$ cat config.mk
export PLATFORM = sky130hd
export DESIGN_NAME = audio_input_analog_control_regs
export DESIGN_NICKNAME = d
export VERILOG_FILES = /design/src/codec_input_ctrl_pkg.sv /design/src/level_sync.sv /design/src/audio_input_analog_control_regs.sv
export SDC_FILE = /design/constraint.sdc
export NUM_CORES = 1
export LEC_CHECK = 0
export BUFFER_PORTS_ARGS = -buffer_cell sky130_fd_sc_hd__buf_2
export CAP_MARGIN = 20
export CORE_MARGIN = 2
export CORE_UTILIZATION = 44
export CTS_BUF_LIST = sky130_fd_sc_hd__clkbuf_4 sky130_fd_sc_hd__clkbuf_8 sky130_fd_sc_hd__clkbuf_16
export DETAILED_ROUTE_END_ITERATION = 7
export PLACE_DENSITY = 0.73
export SYNTH_ARGS = -nofsm -noshare
export SYNTH_HDL_FRONTEND = slang
export SYNTH_SLANG_ARGS = --single-unit
$ cat constraint.sdc
create_clock -name core_clk -period 4 [get_ports core_clk]
set_input_delay 0.2 -clock core_clk [delete_from_list [all_inputs] [get_ports core_clk]]
set_output_delay 0.2 -clock core_clk [all_outputs]
set_load 0.005 [all_outputs]
$ cat src/codec_input_ctrl_pkg.sv
// Constants for the audio input analogue control register bank.
// Assumes a byte-addressed AXI4-Lite bus with one 32-bit word per register.

package codec_input_ctrl_pkg;

  // --------------------------------------------------------------------------
  // Register indices (byte address is four times the index)
  // --------------------------------------------------------------------------
  localparam logic [7:0] IDX_ANALOG_POWER  = 8'h02;
  localparam logic [7:0] IDX_INPUT_PATH    = 8'h03;
  localparam logic [7:0] IDX_AMP_CONNECT   = 8'h28;
  localparam logic [7:0] IDX_MIC_LEVEL     = 8'h3a;
  localparam logic [7:0] IDX_DETECT_CTRL   = 8'h40;
  localparam logic [7:0] IDX_IRQ_STATUS    = 8'h41;
  localparam logic [7:0] IDX_IRQ_CLEAR     = 8'h42;
  localparam logic [7:0] IDX_IRQ_ENABLE    = 8'h43;
  localparam logic [7:0] IDX_PIN_BIAS      = 8'h44;

  localparam int unsigned REG_W            = 16;
  localparam int unsigned IDX_LSB          = 2;
  localparam int unsigned IDX_MSB          = 9;

  // --------------------------------------------------------------------------
  // Field positions
  // --------------------------------------------------------------------------
  localparam int unsigned CODEC_MASTER_ENABLE_BIT    = 15;
  localparam int unsigned MIC_BIAS_ENA_BIT = 4;
  localparam int unsigned DIVIDER_MSB      = 2;
  localparam int unsigned DIVIDER_LSB      = 1;
  localparam int unsigned BIAS_ENA_BIT     = 0;
  localparam int unsigned LEFT_AMP_B_BIT   = 7;
  localparam int unsigned LEFT_AMP_A_BIT   = 6;
  localparam int unsigned RIGHT_AMP_B_BIT  = 5;
  localparam int unsigned RIGHT_AMP_A_BIT  = 4;
  localparam int unsigned MIC_LEVEL_BIT    = 0;
  localparam int unsigned DETECT_ENA_BIT   = 0;
  localparam int unsigned NORMAL_THR_LSB   = 4;
  localparam int unsigned SHORT_THR_LSB    = 8;
  localparam int unsigned THR_MAX_W        = 4;
  localparam int unsigned PIN_BIAS_BIT     = 0;
  localparam int unsigned IRQ_NORMAL_BIT   = 0;
  localparam int unsigned IRQ_SHORT_BIT    = 1;
  localparam int unsigned IRQ_W            = 2;
  localparam int unsigned CONNECT_W        = 8;

  // Connection bits of the amplifier input connect register
  localparam int unsigned LEFT_PIN4_TO_AMP_B_NONINV_BIT  = 7;
  localparam int unsigned LEFT_PIN3_TO_AMP_B_INV_BIT     = 6;
  localparam int unsigned LEFT_PIN2_TO_AMP_A_NONINV_BIT  = 5;
  localparam int unsigned LEFT_PIN1_TO_AMP_A_INV_BIT     = 4;
  localparam int unsigned RIGHT_PIN4_TO_AMP_B_NONINV_BIT = 3;
  localparam int unsigned RIGHT_PIN3_TO_AMP_B_INV_BIT    = 2;
  localparam int unsigned RIGHT_PIN2_TO_AMP_A_NONINV_BIT = 1;
  localparam int unsigned RIGHT_PIN1_TO_AMP_A_INV_BIT    = 0;

  // --------------------------------------------------------------------------
  // Writable masks and reset values
  // --------------------------------------------------------------------------
  localparam logic [15:0] ANALOG_POWER_MASK = 16'h8017;
  localparam logic [15:0] INPUT_PATH_MASK   = 16'h00f0;
  localparam logic [15:0] AMP_CONNECT_MASK  = 16'h00ff;
  localparam logic [15:0] MIC_LEVEL_MASK    = 16'h0001;
  localparam logic [15:0] PIN_BIAS_MASK     = 16'h0001;
  localparam logic [15:0] REG_RESET         = 16'h0000;

  // --------------------------------------------------------------------------
  // Encodings
  // --------------------------------------------------------------------------
  typedef enum logic [1:0] {
    DIV_OFF     = 2'h0,
    DIV_NORMAL  = 2'h1,
    DIV_STANDBY = 2'h2,
    DIV_FAST    = 2'h3
  } divider_mode_type;

  localparam logic [1:0] RESP_OKAY   = 2'h0;
  localparam logic [1:0] RESP_SLVERR = 2'h2;

endpackage : codec_input_ctrl_pkg

$ cat src/level_sync.sv
// Two-flip-flop synchroniser for a vector of independent levels.
// Assumes each bit is a slow level from outside the core_clk domain.

`timescale 1ns/1ns

module level_sync #(
  parameter int unsigned W = 2
) (
  input  wire logic         core_clk,
  input  wire logic         rst,
  input  wire logic [W-1:0] asyncIn,
  output logic      [W-1:0] syncOut
);

  logic [W-1:0] stage1_r;

  // --------------------------------------------------------------------------
  // Synchroniser chain
  // --------------------------------------------------------------------------
  always_ff @(posedge core_clk or posedge rst) begin
    if (rst) begin
      stage1_r <= '0;
      syncOut  <= '0;
    end else begin
      stage1_r <= asyncIn;
      syncOut  <= stage1_r;
    end
  end

endmodule : level_sync

$ cat src/audio_input_analog_control_regs.sv
// Control register bank for the analogue front end of the audio input path.
// Assumes an AXI4-Lite master on core_clk, detector levels from analogue
// comparators (asynchronous), and input enables from GPIO logic on core_clk.
//
// The AXI4-Lite interface to the registers is this design's own decision.

`timescale 1ns/1ns

// Notes on behaviour
// - Four amplifier enables sit at bits 7..4 of the input path register, reset 0.
// - Bits 2:1 of analogue power pick the divider: off, normal, standby, fast start.
// - Bit 0 of analogue power switches the bias for all analogue functions, reset off.
// - Bit 4 of analogue power turns the mic bias output on, reset off (high impedance).
// - Bit 0 of the mic bias level register picks 0.9 (0) or 0.65 (1) of the supply.
// - With detect enabled, a crossed current threshold raises an interrupt and an output.
// - Eight connect bits 7..0, reset 0, each link one pin to one amplifier input.
// - Clearing connect bits isolates that path, giving its greatest attenuation.
// - Pins that are neither analogue nor GPIO inputs may be biased to mid rail.
// - While the master codec enable bit 15 is 0 all registers hold their defaults.
module audio_input_analog_control_regs
  import codec_input_ctrl_pkg::*;
#(
  parameter int unsigned ADDR_W = 12,
  parameter int unsigned THR_W  = 3
) (
  input  wire logic                  core_clk,
  input  wire logic                  rst,
  input  wire logic [ADDR_W-1:0]     s_axi_awaddr,
  input  wire logic                  s_axi_awvalid,
  output logic                       s_axi_awready,
  input  wire logic [31:0]           s_axi_wdata,
  input  wire logic [3:0]            s_axi_wstrb,
  input  wire logic                  s_axi_wvalid,
  output logic                       s_axi_wready,
  output logic [1:0]                 s_axi_bresp,
  output logic                       s_axi_bvalid,
  input  wire logic                  s_axi_bready,
  input  wire logic [ADDR_W-1:0]     s_axi_araddr,
  input  wire logic                  s_axi_arvalid,
  output logic                       s_axi_arready,
  output logic [31:0]                s_axi_rdata,
  output logic [1:0]                 s_axi_rresp,
  output logic                       s_axi_rvalid,
  input  wire logic                  s_axi_rready,
  input  wire logic                  normalCurrentExceeded,
  input  wire logic                  shortCurrentExceeded,
  input  wire logic [CONNECT_W-1:0]  gpioInputEnable,
  output logic                       codecMasterEnable,
  output logic                       leftAmpAEnable,
  output logic                       leftAmpBEnable,
  output logic                       rightAmpAEnable,
  output logic                       rightAmpBEnable,
  output divider_mode_type           midRailDividerSelect,
  output logic                       analogBiasEnable,
  output logic                       micBiasEnable,
  output logic                       micBiasLevelSelect,
  output logic                       micCurrentDetectEnable,
  output logic [THR_W-1:0]           micCurrentNormalThreshold,
  output logic [THR_W-1:0]           micCurrentShortThreshold,
  output logic [CONNECT_W-1:0]       ampInputConnect,
  output logic [CONNECT_W-1:0]       pinMidRailBias,
  output logic                       micCurrentDetectOut,
  output logic                       irq
);

  // --------------------------------------------------------------------------
  // Elaboration checks
  // --------------------------------------------------------------------------
  if (ADDR_W < IDX_MSB + 2) begin : gAddrCheck
    $error("ADDR_W too small for the register map");
  end
  if (THR_W < 1 || THR_W > THR_MAX_W) begin : gThrCheck
    $error("THR_W must lie between 1 and 4");
  end

  localparam logic [15:0] NORMAL_THR_MASK = 16'(((1 << THR_W) - 1) << NORMAL_THR_LSB);
  localparam logic [15:0] SHORT_THR_MASK  = 16'(((1 << THR_W) - 1) << SHORT_THR_LSB);
  localparam logic [15:0] DETECT_MASK     = 16'(NORMAL_THR_MASK | SHORT_THR_MASK | 16'h0001);
  localparam logic [15:0] IRQ_MASK        = 16'((1 << IRQ_W) - 1);

  // --------------------------------------------------------------------------
  // Register state
  // --------------------------------------------------------------------------
  logic [15:0]       analogPower_r;
  logic [15:0]       inputPath_r;
  logic [15:0]       ampConnect_r;
  logic [15:0]       micLevel_r;
  logic [15:0]       detectCtrl_r;
  logic [15:0]       pinBias_r;
  logic [IRQ_W-1:0]  irqStatus_r;
  logic [IRQ_W-1:0]  irqEnable_r;
  logic [15:0]       analogPower_nxt;
  logic [15:0]       inputPath_nxt;
  logic [15:0]       ampConnect_nxt;
  logic [15:0]       micLevel_nxt;
  logic [15:0]       detectCtrl_nxt;
  logic [15:0]       pinBias_nxt;
  logic [IRQ_W-1:0]  irqStatus_nxt;
  logic [IRQ_W-1:0]  irqEnable_nxt;

  // Bus holding state
  logic [ADDR_W-1:0] awAddr_r;
  logic [31:0]       wData_r;
  logic [3:0]        wStrb_r;

  // --------------------------------------------------------------------------
  // Byte-lane merge of a write into a 16-bit register
  // --------------------------------------------------------------------------
  function automatic logic [15:0] mergeWrite(input logic [15:0] cur,
                                             input logic [31:0] data,
                                             input logic [3:0]  strb,
                                             input logic [15:0] mask);
    logic [15:0] lanes;
    lanes = cur;
    if (strb[0]) begin
      lanes[7:0] = data[7:0];
    end
    if (strb[1]) begin
      lanes[15:8] = data[15:8];
    end
    mergeWrite = lanes & mask;
  endfunction : mergeWrite

  // --------------------------------------------------------------------------
  // Write decode
  // --------------------------------------------------------------------------
  wire [7:0] wIdx       = awAddr_r[IDX_MSB:IDX_LSB];
  wire       wAddrOk    = (awAddr_r[1:0] == 2'h0) && ((awAddr_r >> (IDX_MSB + 1)) == '0);
  wire       doWrite    = ~s_axi_awready & ~s_axi_wready & ~s_axi_bvalid;
  wire       hitPower   = doWrite & wAddrOk & (wIdx == IDX_ANALOG_POWER);
  wire       hitPath    = doWrite & wAddrOk & (wIdx == IDX_INPUT_PATH);
  wire       hitConnect = doWrite & wAddrOk & (wIdx == IDX_AMP_CONNECT);
  wire       hitLevel   = doWrite & wAddrOk & (wIdx == IDX_MIC_LEVEL);
  wire       hitDetect  = doWrite & wAddrOk & (wIdx == IDX_DETECT_CTRL);
  wire       hitStatus  = doWrite & wAddrOk & (wIdx == IDX_IRQ_STATUS);
  wire       hitClear   = doWrite & wAddrOk & (wIdx == IDX_IRQ_CLEAR);
  wire       hitEnable  = doWrite & wAddrOk & (wIdx == IDX_IRQ_ENABLE);
  wire       hitPinBias = doWrite & wAddrOk & (wIdx == IDX_PIN_BIAS);
  wire       wMapped    = hitPower | hitPath | hitConnect | hitLevel | hitDetect |
                          hitStatus | hitClear | hitEnable | hitPinBias;

  wire [15:0] powerMerged = mergeWrite(analogPower_r, wData_r, wStrb_r, ANALOG_POWER_MASK);
  wire [15:0] clearMerged = mergeWrite(REG_RESET, wData_r, wStrb_r, IRQ_MASK);

  // Codec disabled, or being disabled by this write, forces the others to default
  wire holdDefaults = ~analogPower_nxt[CODEC_MASTER_ENABLE_BIT];

  // --------------------------------------------------------------------------
  // Next values of the control registers
  // --------------------------------------------------------------------------
  assign analogPower_nxt = !hitPower                  ? analogPower_r :
                           powerMerged[CODEC_MASTER_ENABLE_BIT] ? powerMerged   :
                                                        REG_RESET;
  assign inputPath_nxt   = holdDefaults ? REG_RESET :
                           hitPath      ? mergeWrite(inputPath_r, wData_r, wStrb_r,
                                                     INPUT_PATH_MASK) :
                                          inputPath_r;
  assign ampConnect_nxt  = holdDefaults ? REG_RESET :
                           hitConnect   ? mergeWrite(ampConnect_r, wData_r, wStrb_r,
                                                     AMP_CONNECT_MASK) :
                                          ampConnect_r;
  assign micLevel_nxt    = holdDefaults ? REG_RESET :
                           hitLevel     ? mergeWrite(micLevel_r, wData_r, wStrb_r,
                                                     MIC_LEVEL_MASK) :
                                          micLevel_r;
  assign detectCtrl_nxt  = holdDefaults ? REG_RESET :
                           hitDetect    ? mergeWrite(detectCtrl_r, wData_r, wStrb_r,
                                                     DETECT_MASK) :
                                          detectCtrl_r;
  assign pinBias_nxt     = holdDefaults ? REG_RESET :
                           hitPinBias   ? mergeWrite(pinBias_r, wData_r, wStrb_r,
                                                     PIN_BIAS_MASK) :
                                          pinBias_r;
  assign irqEnable_nxt   = holdDefaults ? IRQ_W'(REG_RESET) :
                           hitEnable    ? IRQ_W'(mergeWrite(16'(irqEnable_r), wData_r,
                                                            wStrb_r, IRQ_MASK)) :
                                          irqEnable_r;

  // --------------------------------------------------------------------------
  // Current detect events
  // --------------------------------------------------------------------------
  logic [IRQ_W-1:0] detectSync;

  level_sync #(
    .W (IRQ_W)
  ) uDetectSync (
    .core_clk (core_clk),
    .rst      (rst),
    .asyncIn  ({shortCurrentExceeded, normalCurrentExceeded}),
    .syncOut  (detectSync)
  );

  wire              detectOn    = detectCtrl_r[DETECT_ENA_BIT];
  wire [IRQ_W-1:0]  detectEvent = detectSync & {IRQ_W{detectOn}};
  wire [IRQ_W-1:0]  clearBits   = hitClear ? clearMerged[IRQ_W-1:0] : '0;

  // A new event wins over a clear in the same cycle
  assign irqStatus_nxt = holdDefaults ? '0 : (irqStatus_r & ~clearBits) | detectEvent;

  // --------------------------------------------------------------------------
  // Read decode
  // --------------------------------------------------------------------------
  wire [7:0]  rIdx    = s_axi_araddr[IDX_MSB:IDX_LSB];
  wire        rAddrOk = (s_axi_araddr[1:0] == 2'h0) &&
                        ((s_axi_araddr >> (IDX_MSB + 1)) == '0);
  wire [15:0] rWord   = (rIdx == IDX_ANALOG_POWER) ? analogPower_r :
                        (rIdx == IDX_INPUT_PATH)   ? inputPath_r   :
                        (rIdx == IDX_AMP_CONNECT)  ? ampConnect_r  :
                        (rIdx == IDX_MIC_LEVEL)    ? micLevel_r    :
                        (rIdx == IDX_DETECT_CTRL)  ? detectCtrl_r  :
                        (rIdx == IDX_IRQ_STATUS)   ? 16'(irqStatus_r) :
                        (rIdx == IDX_IRQ_ENABLE)   ? 16'(irqEnable_r) :
                        (rIdx == IDX_PIN_BIAS)     ? pinBias_r     :
                                                     REG_RESET;
  wire        rMapped = rAddrOk &&
                        ((rIdx == IDX_ANALOG_POWER) || (rIdx == IDX_INPUT_PATH)  ||
                         (rIdx == IDX_AMP_CONNECT)  || (rIdx == IDX_MIC_LEVEL)   ||
                         (rIdx == IDX_DETECT_CTRL)  || (rIdx == IDX_IRQ_STATUS)  ||
                         (rIdx == IDX_IRQ_CLEAR)    || (rIdx == IDX_IRQ_ENABLE)  ||
                         (rIdx == IDX_PIN_BIAS));
  wire        arTake  = s_axi_arvalid & s_axi_arready;

  // --------------------------------------------------------------------------
  // AXI4-Lite write channels
  // --------------------------------------------------------------------------
  always_ff @(posedge core_clk or posedge rst) begin
    if (rst) begin
      s_axi_awready <= 1'b1;
      awAddr_r      <= '0;
    end else if (s_axi_awvalid & s_axi_awready) begin
      s_axi_awready <= 1'b0;
      awAddr_r      <= s_axi_awaddr;
    end else if (s_axi_bvalid & s_axi_bready) begin
      s_axi_awready <= 1'b1;
    end
  end

  always_ff @(posedge core_clk or posedge rst) begin
    if (rst) begin
      s_axi_wready <= 1'b1;
      wData_r      <= '0;
      wStrb_r      <= '0;
    end else if (s_axi_wvalid & s_axi_wready) begin
      s_axi_wready <= 1'b0;
      wData_r      <= s_axi_wdata;
      wStrb_r      <= s_axi_wstrb;
    end else if (s_axi_bvalid & s_axi_bready) begin
      s_axi_wready <= 1'b1;
    end
  end

  always_ff @(posedge core_clk or posedge rst) begin
    if (rst) begin
      s_axi_bvalid <= 1'b0;
      s_axi_bresp  <= RESP_OKAY;
    end else if (doWrite) begin
      s_axi_bvalid <= 1'b1;
      s_axi_bresp  <= (wMapped && !hitStatus) ? RESP_OKAY : RESP_SLVERR;
    end else if (s_axi_bready) begin
      s_axi_bvalid <= 1'b0;
    end
  end

  // --------------------------------------------------------------------------
  // AXI4-Lite read channels
  // --------------------------------------------------------------------------
  always_ff @(posedge core_clk or posedge rst) begin
    if (rst) begin
      s_axi_arready <= 1'b1;
      s_axi_rvalid  <= 1'b0;
      s_axi_rdata   <= '0;
      s_axi_rresp   <= RESP_OKAY;
    end else if (arTake) begin
      s_axi_arready <= 1'b0;
      s_axi_rvalid  <= 1'b1;
      s_axi_rdata   <= {16'h0000, rWord};
      s_axi_rresp   <= rMapped ? RESP_OKAY : RESP_SLVERR;
    end else if (s_axi_rvalid & s_axi_rready) begin
      s_axi_arready <= 1'b1;
      s_axi_rvalid  <= 1'b0;
    end
  end

  // --------------------------------------------------------------------------
  // Register update
  // --------------------------------------------------------------------------
  always_ff @(posedge core_clk or posedge rst) begin
    if (rst) begin
      analogPower_r <= REG_RESET;
      inputPath_r   <= REG_RESET;
      ampConnect_r  <= REG_RESET;
      micLevel_r    <= REG_RESET;
      detectCtrl_r  <= REG_RESET;
      pinBias_r     <= REG_RESET;
      irqStatus_r   <= '0;
      irqEnable_r   <= '0;
    end else begin
      analogPower_r <= analogPower_nxt;
      inputPath_r   <= inputPath_nxt;
      ampConnect_r  <= ampConnect_nxt;
      micLevel_r    <= micLevel_nxt;
      detectCtrl_r  <= detectCtrl_nxt;
      pinBias_r     <= pinBias_nxt;
      irqStatus_r   <= irqStatus_nxt;
      irqEnable_r   <= irqEnable_nxt;
    end
  end

  // --------------------------------------------------------------------------
  // Analogue control outputs
  // --------------------------------------------------------------------------
  assign codecMasterEnable         = analogPower_r[CODEC_MASTER_ENABLE_BIT];
  assign leftAmpAEnable            = inputPath_r[LEFT_AMP_A_BIT];
  assign leftAmpBEnable            = inputPath_r[LEFT_AMP_B_BIT];
  assign rightAmpAEnable           = inputPath_r[RIGHT_AMP_A_BIT];
  assign rightAmpBEnable           = inputPath_r[RIGHT_AMP_B_BIT];
  assign midRailDividerSelect      =
    divider_mode_type'(analogPower_r[DIVIDER_MSB:DIVIDER_LSB]);
  assign analogBiasEnable          = analogPower_r[BIAS_ENA_BIT];
  assign micBiasEnable             = analogPower_r[MIC_BIAS_ENA_BIT];
  assign micBiasLevelSelect        = micLevel_r[MIC_LEVEL_BIT];
  assign micCurrentDetectEnable    = detectOn;
  assign micCurrentNormalThreshold = detectCtrl_r[NORMAL_THR_LSB +: THR_W];
  assign micCurrentShortThreshold  = detectCtrl_r[SHORT_THR_LSB +: THR_W];
  // A cleared bit opens its switch and isolates that path
  assign ampInputConnect           = ampConnect_r[CONNECT_W-1:0];

  // --------------------------------------------------------------------------
  // Pin bias, detect output and interrupt
  // --------------------------------------------------------------------------
  for (genvar i = 0; i < CONNECT_W; i++) begin : gPinBias
    always_ff @(posedge core_clk or posedge rst) begin
      if (rst) begin
        pinMidRailBias[i] <= 1'b0;
      end else begin
        pinMidRailBias[i] <= pinBias_r[PIN_BIAS_BIT] & ~ampConnect_r[i] &
                             ~gpioInputEnable[i];
      end
    end
  end

  always_ff @(posedge core_clk or posedge rst) begin
    if (rst) begin
      micCurrentDetectOut <= 1'b0;
      irq                 <= 1'b0;
    end else begin
      micCurrentDetectOut <= |detectEvent;
      irq                 <= |(irqStatus_r & irqEnable_r);
    end
  end

endmodule : audio_input_analog_control_regs

==> results of run 1 <==
-- logic make-up after synthesis --
kind of cell,after synthesis,share of synthesized area
other,1,0.000917
XOR/XNOR,3,0.00642
buffers and inverters,42,0.0630
AND/OR/NAND/NOR,117,0.161
AO/OA/AOI/OAI,52,0.0850
multiplexers,53,0.138
flip-flops,89,0.545
-- through the flow --
step / cell area [µm²] / utilization
finish: 4950 / 0.544
global route: 4950 / 0.544
CTS: 4950 / 0.544
detailed placement: 4620 / 0.507
global placement: 4620 / 0.507
floorplan: 4170 / -
-- cell type report --
class | count | share of cell area
inverter | 5 | 0.00404
sequential | 89 | 0.450
clock inverter | 5 | 0.0164
multi-input combinational | 247 | 0.340
clock buffer | 10 | 0.0265
timing repair buffer | 121 | 0.135
tap | 111 | 0.0280
-- how the worst min path moves through the flow --
stage                         endpoint  slack [ns]                  start  cells past startpoint
6_report                  s_axi_wready        0.02           s_axi_wvalid                      2
5_1_grt                  s_axi_arready        0.02          s_axi_arvalid                      2
4_1_cts                  s_axi_arready       0.009          s_axi_arvalid                      2
3_5_place_dp   uDetectSync.stage1_r[0]        0.31  normalCurrentExceeded                      1
3_3_place_gp   uDetectSync.stage1_r[1]        0.31   shortCurrentExceeded                      1
2_1_floorplan  uDetectSync.stage1_r[0]        0.23  normalCurrentExceeded                      0
-- worst max-delay path, cell delays in order (launching register included) --
cell and delay [ns]:
dfrtp_1 0.40, nor4_1 0.55, nand4_1 0.41, a21oi_2 0.87
nor2_1 0.15
-- synth_stat cells, drive strengths merged, types with 3 or more instances --
cell	n
buf	27
mux2	27
dfrtp	86
inv	5
nand2	24
clkbuf	10
nand4	5
nor4	7
nand3b	3
a22o	11
dfstp	3
nand3	10
nor2	31
nor3	6
a22oi	3
mux2i	26
nor4b	3
and3	3
nor3b	11
o21ai	17
a21oi	9
-- flip-flops by register name (all words and copies together), names as in the netlist, 4 cells and up --
register,flops
analogPower_r,5
wData_r,12
ampConnect_r,8
s_axi_rdata,12
awAddr_r,12
inputPath_r,4
pinMidRailBias,8
detectCtrl_r,7
-- power by group through the flow --
stage          combinational [mW]  clock [mW]  sequential, mW
3_3_place_gp                0.433           0            1.30
5_1_grt                     0.505       0.716            1.32
4_1_cts                     0.459       0.680            1.29
6_report                    0.453       0.663            1.29
3_5_place_dp                0.450           0            1.31
2_1_floorplan               0.403           0            1.21
-- per-layer routing --
metal / vias up / GRT usage / part of all wire
li1: 1469 / - / -
met1: 1496 / 0.250 / 0.46
met2: 113 / 0.301 / 0.47
met3: 12 / 0.0467 / 0.060
met4: 0 / 0.0569 / 0.013
met5: - / 0 / 0
==> results.py, run 1 <==
metrics = {
    "global_route": {
        "antenna_found_initial": 0,
        "overflow": 0,
        "grt_pass1_vias": 2989,
        "grt_use_total": 0.187,
        "grt_max_degree": 47,
        "grt_pass1_wl_um": 14700,
    },
    "floorplanning": {
        "dieArea_mm2": 0.0101,
        "die_h_um": 100,
        "io_pins": 153,
        "core_area_mm2": 0.00911,
        "num_rows": 35,
        "initial_core_util": 0.449,
        "die_width_um": 100,
    },
    "timing": {
        "finalHoldViolCount": 0,
        "setup_viol": 0,
        "drv_slew": 0,
        "worst_slew_pin_slew_ns": 0.994,
        "whs_ns": 0.0235,
        "maxSlewHeadroom": 0.337,
        "fin_skew_ns": 0.0135,
        "finalCriticalPeriod_ns": 2.53,
        "rsz0062_at_grt": "no",
        "timing.final.crit_share": 0.633,
        "clock.fmax_ghz": 0.395,
        "setup_ws_ns": 1.47,
        "fin_setup_tns_ns": 0,
    },
    "layout": {
        "multi_input_area_mm2": 0.00168,
        "seq_area_mm2": 0.00223,
        "final_common_cell": "buf_2",
        "final_cell_mix": "buf_2, dfrtp_1, nor2_1",
        "area_growth_pct": 21.0,
        "antennaDiodeCount": 0,
        "drive_gt1_frac": 0.342,
        "n_fill_cell": 826,
        "final_nets": 550,
        "final_cells": 588,
    },
    "worst_setup_path": {
        "r2r_setup_slack_ns": 1.47,
        "cp.arrival_ns": 2.71,
        "cp-end-kind": "flop",
        "startpoint": "awAddr_r[10]",
        "r2r-end": "ampConnect_r[0]",
        "crit_fanout": 23,
        "endpoint": "ampConnect_r[0]",
        "start_kind": "flop",
        "critPathKind": "reg -> reg",
        "r2r-start": "awAddr_r[10]",
        "cp.required_ns": 4.18,
        "worstRegToRegCells": 4,
    },
    "pwr": {
        "peakVddDrop_mv": 0.362,
        "p_leak_nw": 2.49,
        "p_sw_mw": 0.728,
        "combPwrFrac": 0.188,
        "power.total_mw": 2.41,
        "clock_power_share": 0.275,
        "p_sw_frac": 0.302,
        "powerDensity_mw_per_mm2": 487,
        "intPower_mw": 1.68,
        "pwr-share-seq": 0.537,
    },
    "clock_network": {
        "cts_resized": 0,
        "cts_buffers": 9,
        "cts_setup_buffers": 0,
        "cts_root_buf": "clkbuf_8",
        "clk_latency_ns": 0.35,
        "cts_sinks": 89,
        "cts.hold.buffers_added": 12,
        "clockBufferDepth": 2,
        "htree_levels": 3,
        "cts_tree": "built",
        "clk_pin_slew_worst_paths_ns": 0.08,
    },
    "yosys": {
        "synth_seq_cells": 89,
        "synth_top_cell_by_area": "dfrtp_1",
        "netlist-cell-type-count": 55,
        "netlist.area_leader.share": 0.526,
        "yosys_warnings": 0,
        "async_flop_share": 1.00,
        "synth_enable_flop_cells": 0,
        "netlist_area_mm2": 0.00409,
        "avgSynthCellArea_um2": 11.5,
        "synth_cells": 357,
        "ys_top_cells_by_area": "dfrtp_1, mux2_2, mux2i_1",
        "synth-seq-area-share": 0.545,
        "ys.flop_type": "dfrtp_1",
    },
    "placed_design": {
        "port_buffers": 108,
        "dp_cells": 561,
        "pre_cts_slack_ns": 1.52,
        "routabilityCongestion": 0.856,
        "hpwl_um": 6820,
    },
    "detailed_routing": {
        "wl_per_cell_um": 15.6,
        "antenna_left": 0,
        "drt_iter0_drc": 109,
        "via_count": 3090,
        "viasPerCell": 5.26,
        "firstDrtPassIters": 7,
        "wl_um": 9180,
        "drc_errors": 0,
    },
    "outcome": {
        "run_status": "finished, final reports clean",
    },
    "hold_path": {
        "hold_class": "in -> reg",
    },
    "run": {
        "drv_cap": 0,
    },
}
Power figures use the tool's default switching activity.
==> inputs of run 2 (changes only) <==
- PLACE_DENSITY: 0.73 -> 0.76
- clock period: 4 -> 2.2 ns (I/O delays scaled with it)
==> results.py, run 2 (synthesis gave the netlist of run 1 again) <==
metrics = {
    "worst_setup_path": {
        "cp_slowest_stage_delay_ns": 0.49,
        "crit_buf_inv": 0,
        "start_kind": "flop",
        "cp_cell_sequence": "nor4b_2, nand4_1, o21bai_1, a22o_1",
        "cp.required_ns": 2.43,
        "critPathKind": "reg -> reg",
        "crit_path_top_delay_cell": "nor4b_2",
        "r2r_setup_slack_ns": 0.10,
        "crit_fanout": 8,
        "crit_family": "simple AND/OR/NAND/NOR gates",
        "cp.arrival_ns": 2.32,
        "cp-end-kind": "flop",
    },
    "layout": {
        "final_cell_mix": "buf_2, dfrtp_1, dlygate4sd3_1",
        "area_growth_pct": 28.4,
        "n_fill_cell": 778,
        "final_common_cell": "buf_2",
        "largest_registers": "awAddr_r (12), s_axi_rdata (12), wData_r (12)",
        "final_nets": 582,
        "drive_gt1_frac": 0.336,
        "antennaDiodeCount": 0,
    },
    "detailed_routing": {
        "viasPerCell": 5.24,
        "wl_per_cell_um": 15.8,
        "antenna_left": 0,
        "wl_met3_um": 512,
        "via_count": 3248,
        "wl_met1_um": 4410,
        "drc_errors": 0,
        "wl_um": 9800,
        "wl_met2_um": 4780,
        "top_layer_used": "met4",
        "firstDrtPassIters": 4,
        "drt_iter0_drc": 147,
    },
    "timing": {
        "clock.fmax_ghz": 0.477,
        "fin_skew_ns": 0.00798,
        "worst_slew_pin_slew_ns": 0.713,
        "finalHoldViolCount": 0,
        "finalCriticalPeriod_ns": 2.10,
        "setup_viol": 0,
        "maxSlewHeadroom": 0.525,
        "drv_slew": 0,
        "whs_ns": 0.0161,
        "timing.final.crit_share": 0.953,
    },
    "pwr": {
        "p_sw_frac": 0.304,
        "p_leak_nw": 2.64,
        "peakVddDrop_mv": 0.702,
        "combPwrFrac": 0.205,
        "pwr-share-seq": 0.539,
        "power.total_mw": 4.38,
        "powerDensity_mw_per_mm2": 834,
        "intPower_mw": 3.05,
        "clock_power_share": 0.256,
        "p_sw_mw": 1.33,
    },
    "global_route": {
        "grt_use_total": 0.199,
        "grt_pass1_vias": 3110,
        "grt_pass1_wl_um": 15700,
        "overflow": 0,
        "antenna_found_initial": 0,
        "grt_max_degree": 58,
    },
    "clock_network": {
        "cts_resized": 0,
        "clockBufferDepth": 2,
        "cts_buffers": 9,
        "cts_tree": "built",
        "clk_pin_slew_worst_paths_ns": 0.08,
        "clk_latency_ns": 0.34,
        "cts_sinks": 89,
        "htree_levels": 3,
        "cts_root_buf": "clkbuf_8",
    },
    "floorplanning": {
        "initial_core_util": 0.449,
        "die_width_um": 100,
        "dieArea_mm2": 0.0101,
        "die_h_um": 100,
        "core_area_mm2": 0.00911,
        "io_pins": 153,
        "num_rows": 35,
    },
    "placed_design": {
        "routabilityCongestion": 0.880,
        "port_buffers": 108,
        "hpwl_um": 7040,
    },
    "run": {
        "drv_cap": 0,
    },
    "hold_path": {
        "hold_class": "in -> reg",
    },
    "outcome": {
        "run_status": "finished, final reports clean",
    },
}
==> run 2: cell count changes in the layout (fill, tap and decap cells not counted), sizes merged <==
cell / previous run / this run
bufinv: 2 / 1
clkbuf: 10 / 12
clkinv: 3 / 2
dlygate4sd3: 12 / 36
buf: 109 / 117
==> run 2: power by group through the flow <==
stage	Combinational [mW]	Clock [mW]	Sequential, mW
final	0.898	1.12	2.36
after floorplan	0.732	0	2.20
after global routing	0.994	1.23	2.42
after detailed placement	0.841	0	2.38
after global placement	0.805	0	2.35
after CTS	0.889	1.15	2.35
==> run 2: worst paths after layout <==
kind                                              start                endpoint  cells past startpoint
worst min register to register  uDetectSync.stage1_r[1]  uDetectSync.syncOut[1]                      0
worst max-delay path                        awAddr_r[2]        analogPower_r[2]                      4
worst min-delay path                    s_axi_awaddr[8]             awAddr_r[8]                      2
worst max register to register              awAddr_r[2]        analogPower_r[2]                      4
max in group asynchronous                           rst          irqStatus_r[1]                      4
min in group asynchronous                           rst            s_axi_bvalid                      4
==> run 2: metrics by stage <==
stage	worst slack [ns]	area, µm²	TNS [ns]	cells	utilization
floorplan	0.452	4170	0	378	-
global placement	0.241	4690	0	568	0.515
detailed placement	0.130	4690	0	568	0.515
CTS	0.117	5210	0	615	0.572
global route	-0.0113	5250	-0.0283	620	0.577
finish	0.103	5250	0	620	0.577
==> run 2: worst register-to-register path, stage by stage (launching register included) <==
cell and delay (ns):
dfrtp_1 0.48, nor4b_2 0.49, nand4_1 0.37, o21bai_1 0.36
a22o_1 0.28
==> run 2: timing repair <==
action | 4_1_cts | 5_1_grt
buffers inserted | 0 | 1
endpoints found under the setup margin | 0 | 17
endpoints found under the hold margin | 60 | 4
hold buffers | 32 | 4
==> run 2: layout make-up <==
| type | count | area [µm²] | share of cell area |
|---|---|---|---|
| multi-input cells | 247 | 1680 | 0.320 |
| clock inverters | 3 | 40.0 | 0.00762 |
| inverters | 5 | 22.5 | 0.00429 |
| well taps | 111 | 139 | 0.0264 |
| repair buffers | 153 | 981 | 0.187 |
| flip-flops and latches | 89 | 2230 | 0.425 |
| clock buffers | 12 | 159 | 0.0302 |
==> run 2: metal layers <==
layer	up-vias	GRT usage
met4	0	0.0537
met2	140	0.324
met1	1567	0.270
met5	-	0
li1	1533	-
met3	8	0.0446
